[config.mk]
export PLATFORM = sky130hd
export DESIGN_NAME = sbtc_top
export DESIGN_NICKNAME = d
export VERILOG_FILES = /design/src/sbtc_pkg.sv /design/src/sbtc_top.sv
export SDC_FILE = /design/constraint.sdc
export NUM_CORES = 1
export LEC_CHECK = 0
export ABC_AREA = 1
export BUFFER_PORTS_ARGS = -buffer_cell sky130_fd_sc_hd__buf_4
export CORE_MARGIN = 3
export CORE_UTILIZATION = 55
export CTS_BUF_LIST = sky130_fd_sc_hd__clkbuf_4 sky130_fd_sc_hd__clkbuf_8 sky130_fd_sc_hd__clkbuf_16
export CTS_CLUSTER_DIAMETER = 80
export DETAILED_ROUTE_END_ITERATION = 10
export PLACE_DENSITY = 0.86
export SYNTH_ARGS = -nofsm -noshare
export SYNTH_HDL_FRONTEND = slang
export SYNTH_SLANG_ARGS = --single-unit
[constraint.sdc]
create_clock -name mclk -period 3.8 [get_ports mclk]
set_input_delay 0.19 -clock mclk [delete_from_list [all_inputs] [get_ports mclk]]
set_output_delay 0.19 -clock mclk [all_outputs]
set_load 0.02 [all_outputs]
[src/sbtc_pkg.sv]
package sbtc_pkg;
  localparam logic [7:0] SBTC_CTRL_RESET = 8'h00;
  localparam int SBTC_BIT_RUN = 0;
  localparam int SBTC_BIT_SRC = 1;
  localparam int SBTC_BIT_SYNC_BYP = 2;
  localparam int SBTC_BIT_PAIR_LO = 3;
  localparam int SBTC_BIT_DIV_LO = 4;
  localparam int SBTC_BIT_DIV_HI = 5;
  localparam int SBTC_BIT_PAIR_HI = 6;
  localparam int SBTC_BIT_WIDE = 7;
  localparam logic [3:0] SBTC_TRIG_MODE = 4'hB;
  localparam logic [1:0] SBTC_INSTR_DIV = 2'h3;
  localparam logic [5:0] SBTC_OFF_CTRL = 6'h00;
  localparam logic [5:0] SBTC_OFF_LOW = 6'h04;
  localparam logic [5:0] SBTC_OFF_HIGH = 6'h08;
  localparam logic [5:0] SBTC_OFF_STATUS = 6'h0C;
  localparam logic [5:0] SBTC_OFF_MASK = 6'h10;
  localparam logic [1:0] SBTC_RESP_OKAY = 2'h0;
  localparam logic [1:0] SBTC_RESP_SLVERR = 2'h2;
endpackage

[src/sbtc_top.sv]
// The address map and register access over AXI4-Lite were chosen for this implementation.
`timescale 1ns/1ns
module sbtc_top (
  input wire logic mclk,
  input wire logic rstn,
  input wire logic clk_en,
  input wire logic [5:0] s_axi_awaddr,
  input wire logic s_axi_awvalid,
  output logic s_axi_awready,
  input wire logic [31:0] s_axi_wdata,
  input wire logic [3:0] s_axi_wstrb,
  input wire logic s_axi_wvalid,
  output logic s_axi_wready,
  output logic [1:0] s_axi_bresp,
  output logic s_axi_bvalid,
  input wire logic s_axi_bready,
  input wire logic [5:0] s_axi_araddr,
  input wire logic s_axi_arvalid,
  output logic s_axi_arready,
  output logic [31:0] s_axi_rdata,
  output logic [1:0] s_axi_rresp,
  output logic s_axi_rvalid,
  input wire logic s_axi_rready,
  input wire logic external_count_pin,
  input wire logic neighbour_osc,
  input wire logic neighbour_osc_en,
  input wire logic [3:0] capture_compare_mode_code,
  input wire logic ccp_uses_this_timer,
  input wire logic special_event,
  output logic [1:0] ccp_pair_select,
  output logic irq
);
  import sbtc_pkg::*;

  ////////////////////////////////////////////////////////////////////////
  // State
  logic [7:0] counter_control, next_counter_control;
  logic [15:0] count, next_count;
  logic [7:0] high_buffer, next_high_buffer;
  logic [2:0] prescale, next_prescale;
  logic [1:0] instr_phase, next_instr_phase;
  logic ext_s1, ext_s2, next_ext_s2, ext_prev, next_ext_prev, armed, next_armed;
  logic overflow_flag, next_overflow_flag, overflow_mask, next_overflow_mask;
  logic awready_q, wready_q, bvalid_q, arready_q, rvalid_q;
  logic next_awready, next_wready, next_bvalid, next_arready, next_rvalid;
  logic [5:0] waddr, next_waddr, raddr_hold;
  logic [31:0] wdata, next_wdata, rdata_q, next_rdata;
  logic wen, next_wen;
  logic [1:0] bresp_q, next_bresp, rresp_q, next_rresp;
  logic have_aw, next_have_aw, have_w, next_have_w;
  logic irq_q, next_irq;

  ////////////////////////////////////////////////////////////////////////
  // Count source, prescale and edges
  logic ext_raw, ext_level, ext_rise, ext_fall, src_tick, div_tick;
  logic [2:0] div_mask;
  logic do_write, do_read, wr_ctrl, wr_low, wr_high, wr_stat, wr_mask, rd_low;
  logic trigger;

  always_comb begin
    ext_raw = neighbour_osc_en ? neighbour_osc : external_count_pin;
    ext_level = counter_control[SBTC_BIT_SYNC_BYP] ? ext_raw : ext_s2;
    ext_rise = ext_level && !ext_prev && armed;
    ext_fall = !ext_level && ext_prev;
    if (counter_control[SBTC_BIT_SRC]) begin
      src_tick = ext_rise;
    end else begin
      src_tick = (instr_phase == SBTC_INSTR_DIV);
    end
    case ({counter_control[SBTC_BIT_DIV_HI], counter_control[SBTC_BIT_DIV_LO]})
      2'b00: div_mask = 3'h0;
      2'b01: div_mask = 3'h1;
      2'b10: div_mask = 3'h3;
      default: div_mask = 3'h7;
    endcase
    div_tick = src_tick && ((prescale & div_mask) == div_mask);
    trigger = special_event && ccp_uses_this_timer &&
              (capture_compare_mode_code == SBTC_TRIG_MODE);
  end

  ////////////////////////////////////////////////////////////////////////
  // Bus decode
  always_comb begin
    do_write = have_aw && have_w && !bvalid_q;
    do_read = arready_q && s_axi_arvalid;
    wr_ctrl = do_write && wen && (waddr == SBTC_OFF_CTRL);
    wr_low = do_write && wen && (waddr == SBTC_OFF_LOW);
    wr_high = do_write && wen && (waddr == SBTC_OFF_HIGH);
    wr_stat = do_write && wen && (waddr == SBTC_OFF_STATUS);
    wr_mask = do_write && wen && (waddr == SBTC_OFF_MASK);
    rd_low = do_read && (s_axi_araddr == SBTC_OFF_LOW);
  end

  ////////////////////////////////////////////////////////////////////////
  // Next state
  logic wide;
  always_comb begin
    wide = counter_control[SBTC_BIT_WIDE];
    next_counter_control = wr_ctrl ? wdata[7:0] : counter_control;
    next_instr_phase = instr_phase + 2'h1;
    next_ext_s2 = ext_s1;
    next_ext_prev = ext_level;
    next_armed = armed || ext_fall;
    next_prescale = prescale;
    next_count = count;
    next_high_buffer = high_buffer;
    // Clear first so that a same-cycle overflow still sets the flag
    next_overflow_flag = (wr_stat && wdata[0]) ? 1'b0 : overflow_flag;
    if (counter_control[SBTC_BIT_RUN] && div_tick) begin
      next_count = count + 16'h0001;
      if (count == 16'hFFFF && !trigger) begin
        next_overflow_flag = 1'b1;
      end
    end
    if (counter_control[SBTC_BIT_RUN] && src_tick) begin
      next_prescale = prescale + 3'h1;
    end
    if (trigger && !wr_low && !(wr_high && !wide)) begin
      next_count = 16'h0000;
      next_prescale = 3'h0;
    end
    if (rd_low && wide) begin
      next_high_buffer = count[15:8];
    end
    if (wr_high) begin
      if (wide) begin
        next_high_buffer = wdata[7:0];
      end else begin
        next_count[15:8] = wdata[7:0];
      end
    end
    if (wr_low) begin
      next_count[7:0] = wdata[7:0];
      if (wide) begin
        next_count[15:8] = high_buffer;
      end
      next_prescale = 3'h0;
    end
    next_overflow_mask = wr_mask ? wdata[0] : overflow_mask;
    next_irq = next_overflow_flag && next_overflow_mask;
  end

  ////////////////////////////////////////////////////////////////////////
  // AXI4-Lite handshakes
  always_comb begin
    next_have_aw = have_aw;
    next_have_w = have_w;
    next_waddr = waddr;
    next_wdata = wdata;
    next_wen = wen;
    next_awready = awready_q;
    next_wready = wready_q;
    next_bvalid = bvalid_q;
    next_bresp = bresp_q;
    if (awready_q && s_axi_awvalid) begin
      next_have_aw = 1'b1;
      next_awready = 1'b0;
      next_waddr = s_axi_awaddr;
    end
    if (wready_q && s_axi_wvalid) begin
      next_have_w = 1'b1;
      next_wready = 1'b0;
      next_wdata = s_axi_wdata;
      next_wen = s_axi_wstrb[0];
    end
    if (do_write) begin
      next_bvalid = 1'b1;
      next_have_aw = 1'b0;
      next_have_w = 1'b0;
      next_bresp = (waddr[1:0] == 2'h0 && waddr <= SBTC_OFF_MASK) ?
                   SBTC_RESP_OKAY : SBTC_RESP_SLVERR;
    end
    if (bvalid_q && s_axi_bready) begin
      next_bvalid = 1'b0;
      next_awready = 1'b1;
      next_wready = 1'b1;
    end
    next_arready = arready_q;
    next_rvalid = rvalid_q;
    next_rdata = rdata_q;
    next_rresp = rresp_q;
    if (do_read) begin
      next_arready = 1'b0;
      next_rvalid = 1'b1;
      next_rresp = SBTC_RESP_OKAY;
      case (s_axi_araddr)
        SBTC_OFF_CTRL: next_rdata = {24'h0, counter_control};
        SBTC_OFF_LOW: next_rdata = {24'h0, count[7:0]};
        SBTC_OFF_HIGH: next_rdata = {24'h0, wide ? high_buffer : count[15:8]};
        SBTC_OFF_STATUS: next_rdata = {31'h0, overflow_flag};
        SBTC_OFF_MASK: next_rdata = {31'h0, overflow_mask};
        default: begin
          next_rdata = 32'h0;
          next_rresp = SBTC_RESP_SLVERR;
        end
      endcase
    end
    if (rvalid_q && s_axi_rready) begin
      next_rvalid = 1'b0;
      next_arready = 1'b1;
    end
  end

  ////////////////////////////////////////////////////////////////////////
  // Registers
  always_ff @(posedge mclk or negedge rstn) begin
    if (!rstn) begin
      counter_control <= SBTC_CTRL_RESET;
      count <= 16'h0000;
      high_buffer <= 8'h00;
      prescale <= 3'h0;
      instr_phase <= 2'h0;
      ext_s1 <= 1'b0;
      ext_s2 <= 1'b0;
      ext_prev <= 1'b0;
      armed <= 1'b0;
      overflow_flag <= 1'b0;
      overflow_mask <= 1'b0;
      irq_q <= 1'b0;
      have_aw <= 1'b0;
      have_w <= 1'b0;
      waddr <= 6'h00;
      wdata <= 32'h0;
      wen <= 1'b0;
      awready_q <= 1'b1;
      wready_q <= 1'b1;
      bvalid_q <= 1'b0;
      bresp_q <= SBTC_RESP_OKAY;
      arready_q <= 1'b1;
      rvalid_q <= 1'b0;
      rdata_q <= 32'h0;
      rresp_q <= SBTC_RESP_OKAY;
    end else if (clk_en) begin
      counter_control <= next_counter_control;
      count <= next_count;
      high_buffer <= next_high_buffer;
      prescale <= next_prescale;
      instr_phase <= next_instr_phase;
      ext_s1 <= ext_raw;
      ext_s2 <= next_ext_s2;
      ext_prev <= next_ext_prev;
      armed <= next_armed;
      overflow_flag <= next_overflow_flag;
      overflow_mask <= next_overflow_mask;
      irq_q <= next_irq;
      have_aw <= next_have_aw;
      have_w <= next_have_w;
      waddr <= next_waddr;
      wdata <= next_wdata;
      wen <= next_wen;
      awready_q <= next_awready;
      wready_q <= next_wready;
      bvalid_q <= next_bvalid;
      bresp_q <= next_bresp;
      arready_q <= next_arready;
      rvalid_q <= next_rvalid;
      rdata_q <= next_rdata;
      rresp_q <= next_rresp;
    end
  end

  ////////////////////////////////////////////////////////////////////////
  // Outputs
  always_comb begin
    s_axi_awready = awready_q;
    s_axi_wready = wready_q;
    s_axi_bvalid = bvalid_q;
    s_axi_bresp = bresp_q;
    s_axi_arready = arready_q;
    s_axi_rvalid = rvalid_q;
    s_axi_rdata = rdata_q;
    s_axi_rresp = rresp_q;
    ccp_pair_select = {counter_control[SBTC_BIT_PAIR_HI],
                       counter_control[SBTC_BIT_PAIR_LO]};
    irq = irq_q;
  end
endmodule // sbtc_top

======== Word level (Yosys, flattened, before mapping) ========
Index checks and enable logic that the tools add are counted.
W data, S select, Z words.
cells by class
  add/sub/neg operators ................... 3
  muxes and demuxes ....................... 38
  $lt $le $gt $ge ......................... 1
  reductions and logical operators ........ 64
  equality and inequality tests ........... 14
  bitwise operators ....................... 1
operators by type and width
  cell                     count
  $mux W8                  7
  $mux W16                 3
  $pmux W8 S5              1
  $logic_and A1 B1 Y1      30
  $reduce_and A2 Y1        13
  $eq A6 B4 Y1 const B     4
  $mux W1                  21
  $add A16 B1 Y16 const B  1
  $eq A16 B16 Y1 const B   1
  $eq A6 B3 Y1 const B     2
  $eq A6 B5 Y1 const B     2
  $logic_not A6 Y1         2
  $reduce_bool A2 Y1       6
  $mux W3                  3
  $pmux W3 S3              1
  $logic_not A1 Y1         7
  $le A6 B5 Y1 const B     1
  $reduce_bool A3 Y1       2
  $reduce_or A5 Y1         1
  $eq A2 B2 Y1 const B     2
  $eq A4 B4 Y1 const B     1
  $logic_not A2 Y1         2
  $mux W2                  2
  $add A3 B1 Y3 const B    1
  other kinds (5)          5
storage, ports and cells
  output and inout port bits .............. 44
  flip-flop bits (word level) ............. 102

======== Longest topological paths before layout ========
Gate-level depths: netlist (run 1).
  depth in word-level cells ............... 13
  mapped depth ............................ 13
  mapped depth without buffers ............ 13

======== Worst setup path after synthesis (run 1) ========
OpenSTA, ideal clock, no wires.
  kind .................................... register -> register
  from .................................... register bvalid_q (netlist: s_axi_bvalid)
  to ...................................... register count[5]
  data required time ...................... 3.682 ns
  period minus slack after synthesis ...... 1.650 ns
  arrival time ............................ 1.531 ns
  path slack .............................. 2.150 ns
  buffers on the path ..................... 1
  stages on the path, launching flop included .. 12
  path through ............................ dfrtp_1 -> nor2_2 -> nand2_2 -> nor2_8 -> nand3_4 -> nand2_2 -> nand2_4 -> inv_6 -> a21oi_4 -> buf_6 -> nand2_2 -> o21ai_2
between the ends
  cells in the longest elaborated chain, start to end .. 9
RTL lines
  item                                                                    RTL line                        source
  start: declaration                                                      sbtc_top.sv:44                  logic awready_q, wready_q, bvalid_q, arready_q, rvalid_q;
  start signal: assignment                                                sbtc_top.sv:253                 bvalid_q <= next_bvalid;
  $logic_not A1 Y1 *                                                      sbtc_top.sv:84                  do_write = have_aw && have_w && !bvalid_q;
  $logic_and A1 B1 Y1 *                                                   sbtc_top.sv:84
  $logic_and A1 B1 Y1 *                                                   sbtc_top.sv:87, sbtc_top.sv:88
  $logic_and A1 B1 Y1 (on tied branches)                                  sbtc_top.sv:87, sbtc_top.sv:88
  $logic_not A1 Y1 / $logic_and A1 B1 Y1 (equally long branches)          sbtc_top.sv:118                 if (trigger && !wr_low && !(wr_high && !wide)) begin
  $logic_and A1 B1 Y1 / $logic_not A1 Y1 (equally long branches)          sbtc_top.sv:118
  $logic_and A1 B1 Y1                                                     sbtc_top.sv:118
  $reduce_bool A3 Y1 (no source line) / $mux W16 (equally long branches)  n/a
  $reduce_and A2 Y1 (no source line) / $mux W16 (equally long branches)   n/a
  end signal: assignment                                                  sbtc_top.sv:235                 count <= next_count;
  end: declaration                                                        sbtc_top.sv:38                  logic [15:0] count, next_count;
Every way passes the cells marked *; elsewhere a longest branch is shown, timed or not.
A chain may end at the register's enable or synchronous reset.

======== Final worst setup path (run 1) ========
  from .................................... register counter_control[7]
  to ...................................... register count[0]
between the ends
  cells in the longest elaborated chain, start to end .. 6
RTL lines
  item                                                                    RTL line         source
  start: declaration                                                      sbtc_top.sv:37   logic [7:0] counter_control, next_counter_control;
  start signal: assignment                                                sbtc_top.sv:234  counter_control <= next_counter_control;
  $logic_not A1 Y1 *                                                      sbtc_top.sv:118
  $logic_and A1 B1 Y1 *                                                   sbtc_top.sv:118
  $logic_not A1 Y1 *                                                      sbtc_top.sv:118
  $logic_and A1 B1 Y1 *                                                   sbtc_top.sv:118
  $reduce_bool A3 Y1 (no source line) / $mux W16 (equally long branches)  n/a
  $reduce_and A2 Y1 (no source line) / $mux W16 (equally long branches)   n/a
Marked as above.

==> impl_metrics.ini, run 1 <==
[status]
outcome = finished with violations
violations = negative hold slack

[floorplan]
dieArea_mm2 = 0.009306
core-area_mm2 = 0.007848
fp-row-count = 32
dieHeight_um = 96.47
ioPinCount = 109
die_w_um = 96.47
floorplan.initialDensity = 0.5737

[setup_path]
critical_path.max_stage_delay_ns = 0.68
critPathLaunchType = flop
end_kind = flop
required_ns = 4.08
path_buf_inv = 2
crit_type = reg -> reg
cp_top_family = flip-flops
path_cells = inv_2, nand3_4, nand2_2, nand2_4, inv_6, a21oi_4, nand2_1, o21ai_2
path_max_fanout = 16
cp.arrival_ns = 2.38
slowest_stage = dfrtp_1

[clocking]
cts_tree = done
insertion_delay_ns = 0.35
clockRootBuffer = clkbuf_8
cts_resized = 0
cts.clk_slew.worst_paths_ns = 0.08
clock_sinks = 76
cts_setup_buffers = 0
cts_hold_buf = 0
cts_inserted_buffers = 9
clk_path_buf_depth = 2
htree_levels = 3

[timing]
fin_skew_ns = 0.01395
setup_tns_ns = 0
slew_viol_final = 0
min_period_ns = 2.102
hold_viol = 18
rsz0062_at_grt = no
final.setup.worst_slack_ns = 1.698
max_freq_ghz = 0.4758
post-route-period-util = 0.5531
slew_headroom = 0.3535
whs_ns = -0.02419
worst_slew_pin_slew_ns = 0.9698
setup_viol = 0

[synth]
synthesis.instances = 602
yosysSeqAreaShare = 0.4233
yosysTopAreaCell = dfrtp_1
netlist_top_cells_area = dfrtp_1, nand2_1, o21ai_0
yosysWarnings = 0
synth_edf_count = 0
syn_area_mm2 = 0.004502
syn_area_per_cell_um2 = 7.478
synth_cell_types = 50
yosys_register_bits = 76
async_reset_ff_frac = 1.000
synth_top_cell_area_share = 0.4058
synth_ff_type = dfrtp_1

[layout]
layout_common_cells = nand2_1, dfrtp_1, o21ai_0
final_common_cell = nand2_1
insertedDiodeCount = 0
drive_above_1_share = 0.1659
instances_no_fill = 759
area_delta_synth_final_pct = 12.42
nets = 720

[power]
total_leakage_power_nw = 2.521
power_density_mw_per_mm2 = 572.0
pwr-share-seq = 0.450
internal_power_mw = 1.701
p_clk_frac = 0.217
switching_share = 0.4125
power_frac_comb = 0.333
switching_power_mw = 1.194
peakVddDrop_mv = 0.4131

[detailed_routing]
final_antenna_net_count = 0
routed.top_layer = met4
num_vias = 4175
met3WireLength_um = 847
drt_iter0_drc = 343
routed_wl_mm = 11.98
dr.pass1.iters = 5
wire_per_inst_um = 15.78
wl_met2_mm = 5.735
vias_per_cell = 5.501
wl_met1_mm = 5.120
drc_errors = 0

[grt]
grt_max_degree = 77
antenna_found_initial = 0
grt_pass1_wl_mm = 19.02
grt-ovfl-total = 0
gr-usage-all-layers = 0.2671
grt_pass1_vias = 3933

[placed_design]
dp_cells = 743
hpwl_mm = 8.843
portBuffers = 55
place_ws_ns = 1.741
globalplace.congestion = 0.9309

[flow_run]
maxCapViolCount = 0

[min_path]
hp-class = in -> async
## flip-flops by register name, indices dropped and copies added, names as in the netlist, 2 cells and up
name / flops
counter_control: 8
count: 16
instr_phase: 2
s_axi_rdata: 8
wdata: 8
waddr: 6
prescale: 3
high_buffer: 8
## synth_stat cells (2+ instances only)
| cell type | number |
|---|---|
| a21boi_0 | 2 |
| a21oi_1 | 12 |
| a221oi_1 | 3 |
| a22o_1 | 5 |
| a31oi_1 | 3 |
| buf_4 | 28 |
| clkbuf_1 | 9 |
| clkinv_1 | 3 |
| dfrtp_1 | 73 |
| dfstp_2 | 3 |
| ha_1 | 3 |
| inv_1 | 67 |
| inv_2 | 7 |
| nand2_1 | 154 |
| nand2_2 | 5 |
| nand2_4 | 2 |
| nand3_1 | 32 |
| nand4_1 | 6 |
| nor2_1 | 52 |
| nor2_2 | 7 |
| nor3_1 | 2 |
| o211ai_1 | 3 |
| o21ai_0 | 68 |
| o21ai_1 | 4 |
| o21ai_2 | 7 |
| o22ai_1 | 14 |
| o41ai_1 | 2 |
| xor2_1 | 4 |
## worst paths after layout
path / from / to / slack, ns / cells past startpoint
worst max register to register: counter_control[7]$_DFFE_PN0P_ / count[0]$_DFFE_PN0P_ / 1.70 / 8
max in group asynchronous: rstn / wdata[7]$_DFFE_PN0P_ / 3.17 / 1
min in group mclk: s_axi_awaddr[1] / waddr[1]$_DFFE_PN0P_ / 0.03 / 3
worst min-delay path: rstn / prescale[2]$_DFFE_PN0P_ / -0.02 / 1
worst min register to register: armed$_DFFE_PN0P_ / armed$_DFFE_PN0P_ / 0.47 / 2
worst max-delay path: counter_control[7]$_DFFE_PN0P_ / count[0]$_DFFE_PN0P_ / 1.70 / 8
## logic make-up (layout without fill, tap and decap cells)
group,count (synthesis),count (layout),share of synthesized area
compound gates,132,132,0.1762
buf+inv,119,149,0.1259
xor+xnor,5,5,0.009727
simple gates,266,266,0.2557
flops,76,76,0.4233
other cells,1,26,0.0008330
fa+ha+maj,3,3,0.008339
## per-stage QoR
stage,area (um^2),utilization,total power [mW]
global placement,4867,0.6202,2.225
finish,5061,0.6449,2.895
CTS,5061,0.6449,2.888
global route,5061,0.6449,3.091
detailed placement,4867,0.6202,2.263
floorplan,4596,-,1.953
## worst reg2reg max path: cells and delay by family (launching register included)
kind,cells,cell delay (ns)
compound gates,2,0.55
buf+inv,2,0.27
flops,1,0.68
simple gates,4,0.54
## metal layers
| layer | vias to the layer above | GRT usage |
|---|---|---|
| met5 | - | 0 |
| met4 | 0 | 0.1063 |
| met3 | 25 | 0.05267 |
| met2 | 153 | 0.4385 |
| met1 | 1990 | 0.3471 |
| li1 | 2007 | - |
## area by class of cell
cell class,instances,area (um^2)
fillers,722,2786
multi-input cells,432,2123
flip-flops and latches,76,1906
repair buffers,55,412.9
inverters,78,297.8
clock buffers,10,131.4
well taps,102,127.6
clock inverters,6,62.56
## power groups by stage
stage | logic, mW | clock network (mW) | registers (mW)
after CTS | 0.959 | 0.634 | 1.29
after detailed placement | 0.954 | 0 | 1.31
after global placement | 0.930 | 0 | 1.30
after floorplan | 0.692 | 0 | 1.26
final | 0.965 | 0.627 | 1.30
after global routing | 1.09 | 0.667 | 1.33
(Power assumes the default switching activity.)
==> run 2: changes to the inputs <==
- CORE_UTILIZATION: 55 -> 49
- PLACE_DENSITY: 0.86 -> 0.81
- clock period: 3.8 -> 1.9 ns (I/O delays scaled with it)
==> run 2 against run 1 <==
  * The run now ends clean
  * Final cell count rose by 6.2%
  * Utilization fell by 2.2 points
  * Fmax rose by 18%
  * Critical endpoint is now count[1]$_DFFE_PN0P_
==> impl_metrics.ini, run 2 (synthesized netlist as in run 1, its figures left out) <==
[detailed_routing]
wire_per_inst_um = 15.55
final_antenna_net_count = 0
vias_per_cell = 5.371
dr.pass1.iters = 6
drt_iter0_drc = 360
drc_errors = 0
routed_wl_mm = 12.53
num_vias = 4329

[timing]
worst_slew_pin_slew_ns = 0.5307
setup_viol = 0
whs_ns = 0.02269
fin_skew_ns = 0.01114
final.setup.worst_slack_ns = 0.1121
slew_headroom = 0.6462
max_freq_ghz = 0.5593
post-route-period-util = 0.9410
hold_viol = 0
min_period_ns = 1.788
slew_viol_final = 0

[layout]
final_area_mm2 = 0.005482
instances_no_fill = 806
area_delta_synth_final_pct = 21.76
drive_above_1_share = 0.1977
nets = 761
fillers = 787
layout_common_cells = nand2_1, buf_4, dfrtp_1
insertedDiodeCount = 0
final_common_cell = nand2_1
largest_register_ff_count = 16
top_register = count

[grt]
met3_usage = 0.06212
grt-ovfl-total = 0
gr-usage-all-layers = 0.2528
grt_pass1_vias = 4177
grt_pass1_wl_mm = 20.24
antenna_found_initial = 0
use_met1 = 0.3083
grt_max_degree = 39
grt.busiest_layer = met2
gr-usage-met2 = 0.4356

[clocking]
clk_path_buf_depth = 2
cts.clk_slew.worst_paths_ns = 0.08
clock_sinks = 76
cts_inserted_buffers = 9
cts_tree = done
insertion_delay_ns = 0.36
htree_levels = 3
cts_setup_buffers = 0
clockRootBuffer = clkbuf_8

[power]
power_density_mw_per_mm2 = 1104
power.total_mw = 6.053
peakVddDrop_mv = 0.7143
total_leakage_power_nw = 2.722

[setup_path]
critPathLaunchType = flop
cp.arrival_ns = 2.03
crit_type = reg -> reg
end_kind = flop
path_max_fanout = 16
required_ns = 2.14

[status]
outcome = finished, final reports clean

[placed_design]
hpwl_mm = 9.330
place_ws_ns = 0.1377
portBuffers = 55
placed_area_mm2 = 0.005080
globalplace.congestion = 0.9276
dp_cells = 773

[min_path]
hp-class = in -> reg

[floorplan]
dieHeight_um = 101.9
dieArea_mm2 = 0.01037
die_w_um = 101.9
ioPinCount = 109
fp-row-count = 34
floorplan.initialDensity = 0.5112
core-area_mm2 = 0.008806

[flow_run]
maxCapViolCount = 0
==> run 2: layout make-up <==
type	count	area, um^2	area share
Clock inverter	4	47.55	0.008674
Timing Repair Buffer	96	788.3	0.1438
Inverter	78	297.8	0.05433
Sequential cell	76	1906	0.3476
Multi-Input combinational cell	432	2148	0.3919
Tap cell	108	135.1	0.02465
Clock buffer	12	158.9	0.02899
==> run 2: stage by stage <==
stage,util,TNS [ns]
after floorplan,-,0
after global placement,0.5769,0
after detailed placement,0.5769,0
after CTS,0.6196,0
after global routing,0.6225,-0.007895
final,0.6225,0
==> run 2: report_power, final <==
part           total (mW)  switching [mW]  internal [mW]
Clock                1.30           0.614          0.690
Combinational        2.20            1.41          0.787
Sequential           2.55           0.432           2.12
Total                6.05            2.46           3.60
==> run 2: layer usage <==
layer,wire [um],part of all wire
met2,6034,0.48
met3,1057,0.084
met4,318,0.025
met5,0,0
met1,5124,0.41
==> run 2: final timing paths <==
kind | startpoint | to | slack [ns] | cells past startpoint
worst max-delay path | s_axi_bvalid$_DFFE_PN0P_ | count[1]$_DFFE_PN0P_ | 0.11 | 11
worst min-delay path | s_axi_bready | s_axi_awready$_DFFE_PN1P_ | 0.02 | 3
worst max register to register | s_axi_bvalid$_DFFE_PN0P_ | count[1]$_DFFE_PN0P_ | 0.11 | 11
worst min register to register | instr_phase[0]$_DFFE_PN0P_ | instr_phase[0]$_DFFE_PN0P_ | 0.48 | 1
max in group asynchronous | rstn | s_axi_arready$_DFFE_PN1P_ | 1.00 | 3
min in group asynchronous | rstn | count[2]$_DFFE_PN0P_ | 0.26 | 2
==> run 2: worst max-delay path: stages, from the launching register on <==
cell,delay [ns]
dfrtp_1,0.45
nor2_2,0.16
nand2_2,0.11
nor2_8,0.15
nand3_4,0.16
nand2_2,0.12
nand2_4,0.08
inv_6,0.09
a21oi_4,0.06
buf_12,0.15
nor2_1,0.11
a21oi_2,0.04
==> run 2: what timing repair did <==
item / in CTS / in global routing
hold buffers: 17 / 0
endpoints found under the setup margin: 0 / 13
endpoints found under the hold margin: 52 / 0
gates resized for setup: 0 / 9
==> run 3: changes to the inputs <==
--- a/config.mk
+++ b/config.mk
@@ -14,4 +14,5 @@
 export DETAILED_ROUTE_END_ITERATION = 10
 export PLACE_DENSITY = 0.81
+export SLEW_MARGIN = 20
 export SYNTH_ARGS = -nofsm -noshare
 export SYNTH_HDL_FRONTEND = slang
==> constraint.sdc (replaced) <==
create_clock -name mclk -period 1.9 [get_ports mclk]
set_input_delay 0 -clock mclk [delete_from_list [all_inputs] [get_ports mclk]]
set_output_delay 0 -clock mclk [all_outputs]
set_load 0.02 [all_outputs]
==> run 3 against run 2 <==
  * Worst setup slack improved by 0.0027 ns
  * Register-to-register slack about the same
  * Highest routed layer unchanged
  * Combinational power about the same
  * Global-route usage increased by 0.097 points
  * Critical path depth decreased by 3
  * Hold slack improved by 0.048 ns
  * Clock-buffer cell count decreased by 3
  * Clock skew decreased by 0.0011 ns
  * Utilization increased by 1.1 points
  * Sequential power about the same
  * Largest power group unchanged
  * First-iteration DRC count decreased by 15%
  * Clock power increased by 18%
==> impl_metrics.ini, run 3 (synthesized netlist as in run 1, its figures left out) <==
[status]
outcome = finished, final reports clean

[clocking]
cts_setup_buffers = 0
cts_tree = done
insertion_delay_ns = 0.36
clk_path_buf_depth = 2
clockRootBuffer = clkbuf_8
clock_sinks = 76
htree_levels = 3
cts_inserted_buffers = 9
cts.clk_slew.worst_paths_ns = 0.08

[timing]
fin_skew_ns = 0.01004
setup_viol = 0
hold_viol = 0
max_freq_ghz = 0.5602
setup_tns_ns = 0
min_period_ns = 1.785
slew_viol_final = 0
rsz0062_at_grt = yes
post-route-period-util = 0.9396

[grt]
grt_pass1_vias = 4266
grt-ovfl-total = 0
grt_max_degree = 42
antenna_found_initial = 0
gr-usage-all-layers = 0.2537
grt_pass1_wl_mm = 20.47

[setup_path]
rrSetupSlack_ns = 0.11
reg2reg_depth = 8
reg2reg_to = high_buffer[6]$_DFFE_PN0P_
startpoint = s_axi_bvalid$_DFFE_PN0P_
path_max_fanout = 9
critPathLaunchType = flop
cp.arrival_ns = 2.02
required_ns = 2.14
end_kind = flop
crit_end = high_buffer[6]$_DFFE_PN0P_
crit_type = reg -> reg
r2r-start = s_axi_bvalid$_DFFE_PN0P_

[min_path]
worstHoldStart = external_count_pin
hp-class = in -> reg

[floorplan]
dieHeight_um = 101.9
core-area_mm2 = 0.008806
dieArea_mm2 = 0.01037
fp-row-count = 34
die_w_um = 101.9
floorplan.initialDensity = 0.5112
ioPinCount = 109

[detailed_routing]
drc_errors = 0
final_antenna_net_count = 0
wire_per_inst_um = 15.62
dr.pass1.iters = 5
drt_iter0_drc = 307
vias_per_cell = 5.359
num_vias = 4346
routed_wl_mm = 12.67

[layout]
top_register = count
drive_above_1_share = 0.1878
final_common_cell = nand2_1
area_delta_synth_final_pct = 23.87
final_area_mm2 = 0.005577
layout_common_cells = nand2_1, buf_4, dfrtp_1
insertedDiodeCount = 0
largest_register_ff_count = 16
nets = 766

[flow_run]
maxCapViolCount = 0

[power]
peakVddDrop_mv = 0.9695
power_density_mw_per_mm2 = 1132
total_leakage_power_nw = 2.748

[placed_design]
portBuffers = 55
hpwl_mm = 9.030
globalplace.congestion = 0.9474
placed_area_mm2 = 0.005050
-- run 3: how the worst min path moves through the flow --
stage | end | slack, ns | cells after the start
after floorplan | armed$_DFFE_PN0P_ | -0.30 | 0
after global placement | count[2]$_DFFE_PN0P_ | -0.006 | 1
after detailed placement | count[2]$_DFFE_PN0P_ | -0.005 | 1
after CTS | armed$_DFFE_PN0P_ | 0.06 | 6
after global routing | s_axi_rresp[1]$_DFFE_PN0P_ | 0.11 | 4
final | armed$_DFFE_PN0P_ | 0.07 | 6
-- run 3: stage by stage --
step / setup slack (ns) / total power [mW] / hold slack (ns) / util / std cells
6_report: 0.1148 / 6.315 / 0.07029 / 0.6333 / 811
5_1_grt: -0.01241 / 6.708 / 0.1092 / 0.6333 / 811
4_1_cts: 0.1339 / 6.236 / 0.06063 / 0.6311 / 811
3_5_place_dp: 0.1501 / 4.641 / -0.004777 / 0.5735 / 769
3_3_place_gp: 0.1669 / 4.591 / -0.005975 / 0.5735 / 769
2_1_floorplan: 0.2505 / 3.906 / -0.2956 / - / 627
-- run 3: what timing repair did --
item                                   4_1_cts  5_1_grt
resized for setup                            0        6
endpoints found under the hold margin       58        0
setup endpoints to repair                    0       10
hold buffers                                26        0
-- run 3: where the power goes --
part	total, mW	internal [mW]	switching (mW)
clock network	1.54	0.881	0.654
logic	2.22	0.806	1.41
registers	2.56	2.12	0.439
-- run 3: worst max-delay path, stage by stage (launching register included) --
cell      delay (ns)
dfrtp_2         0.45
nor2_2          0.15
nand2_2         0.10
nor2_8          0.15
nand2_1         0.21
nor2_1          0.17
inv_2           0.12
o221ai_1        0.20
o21ai_0         0.12
-- run 3: layout make-up --
class | instances | area, um^2
clock buffers | 9 | 123.9
multi-input cells | 432 | 2138
repair buffers | 101 | 848.3
inverters | 78 | 300.3
clock inverters | 7 | 123.9
fillers | 770 | 3229
flip-flops and latches | 76 | 1907
well taps | 108 | 135.1
-- run 3: per-layer routing --
layer  vias up  routed length [um]  global-route usage
met2       162                6089              0.4296
met5         -                   0                   0
li1       2099                   -                   -
met3        26                 802             0.05188
met4         0                 272             0.08073
met1      2059                5503              0.3284
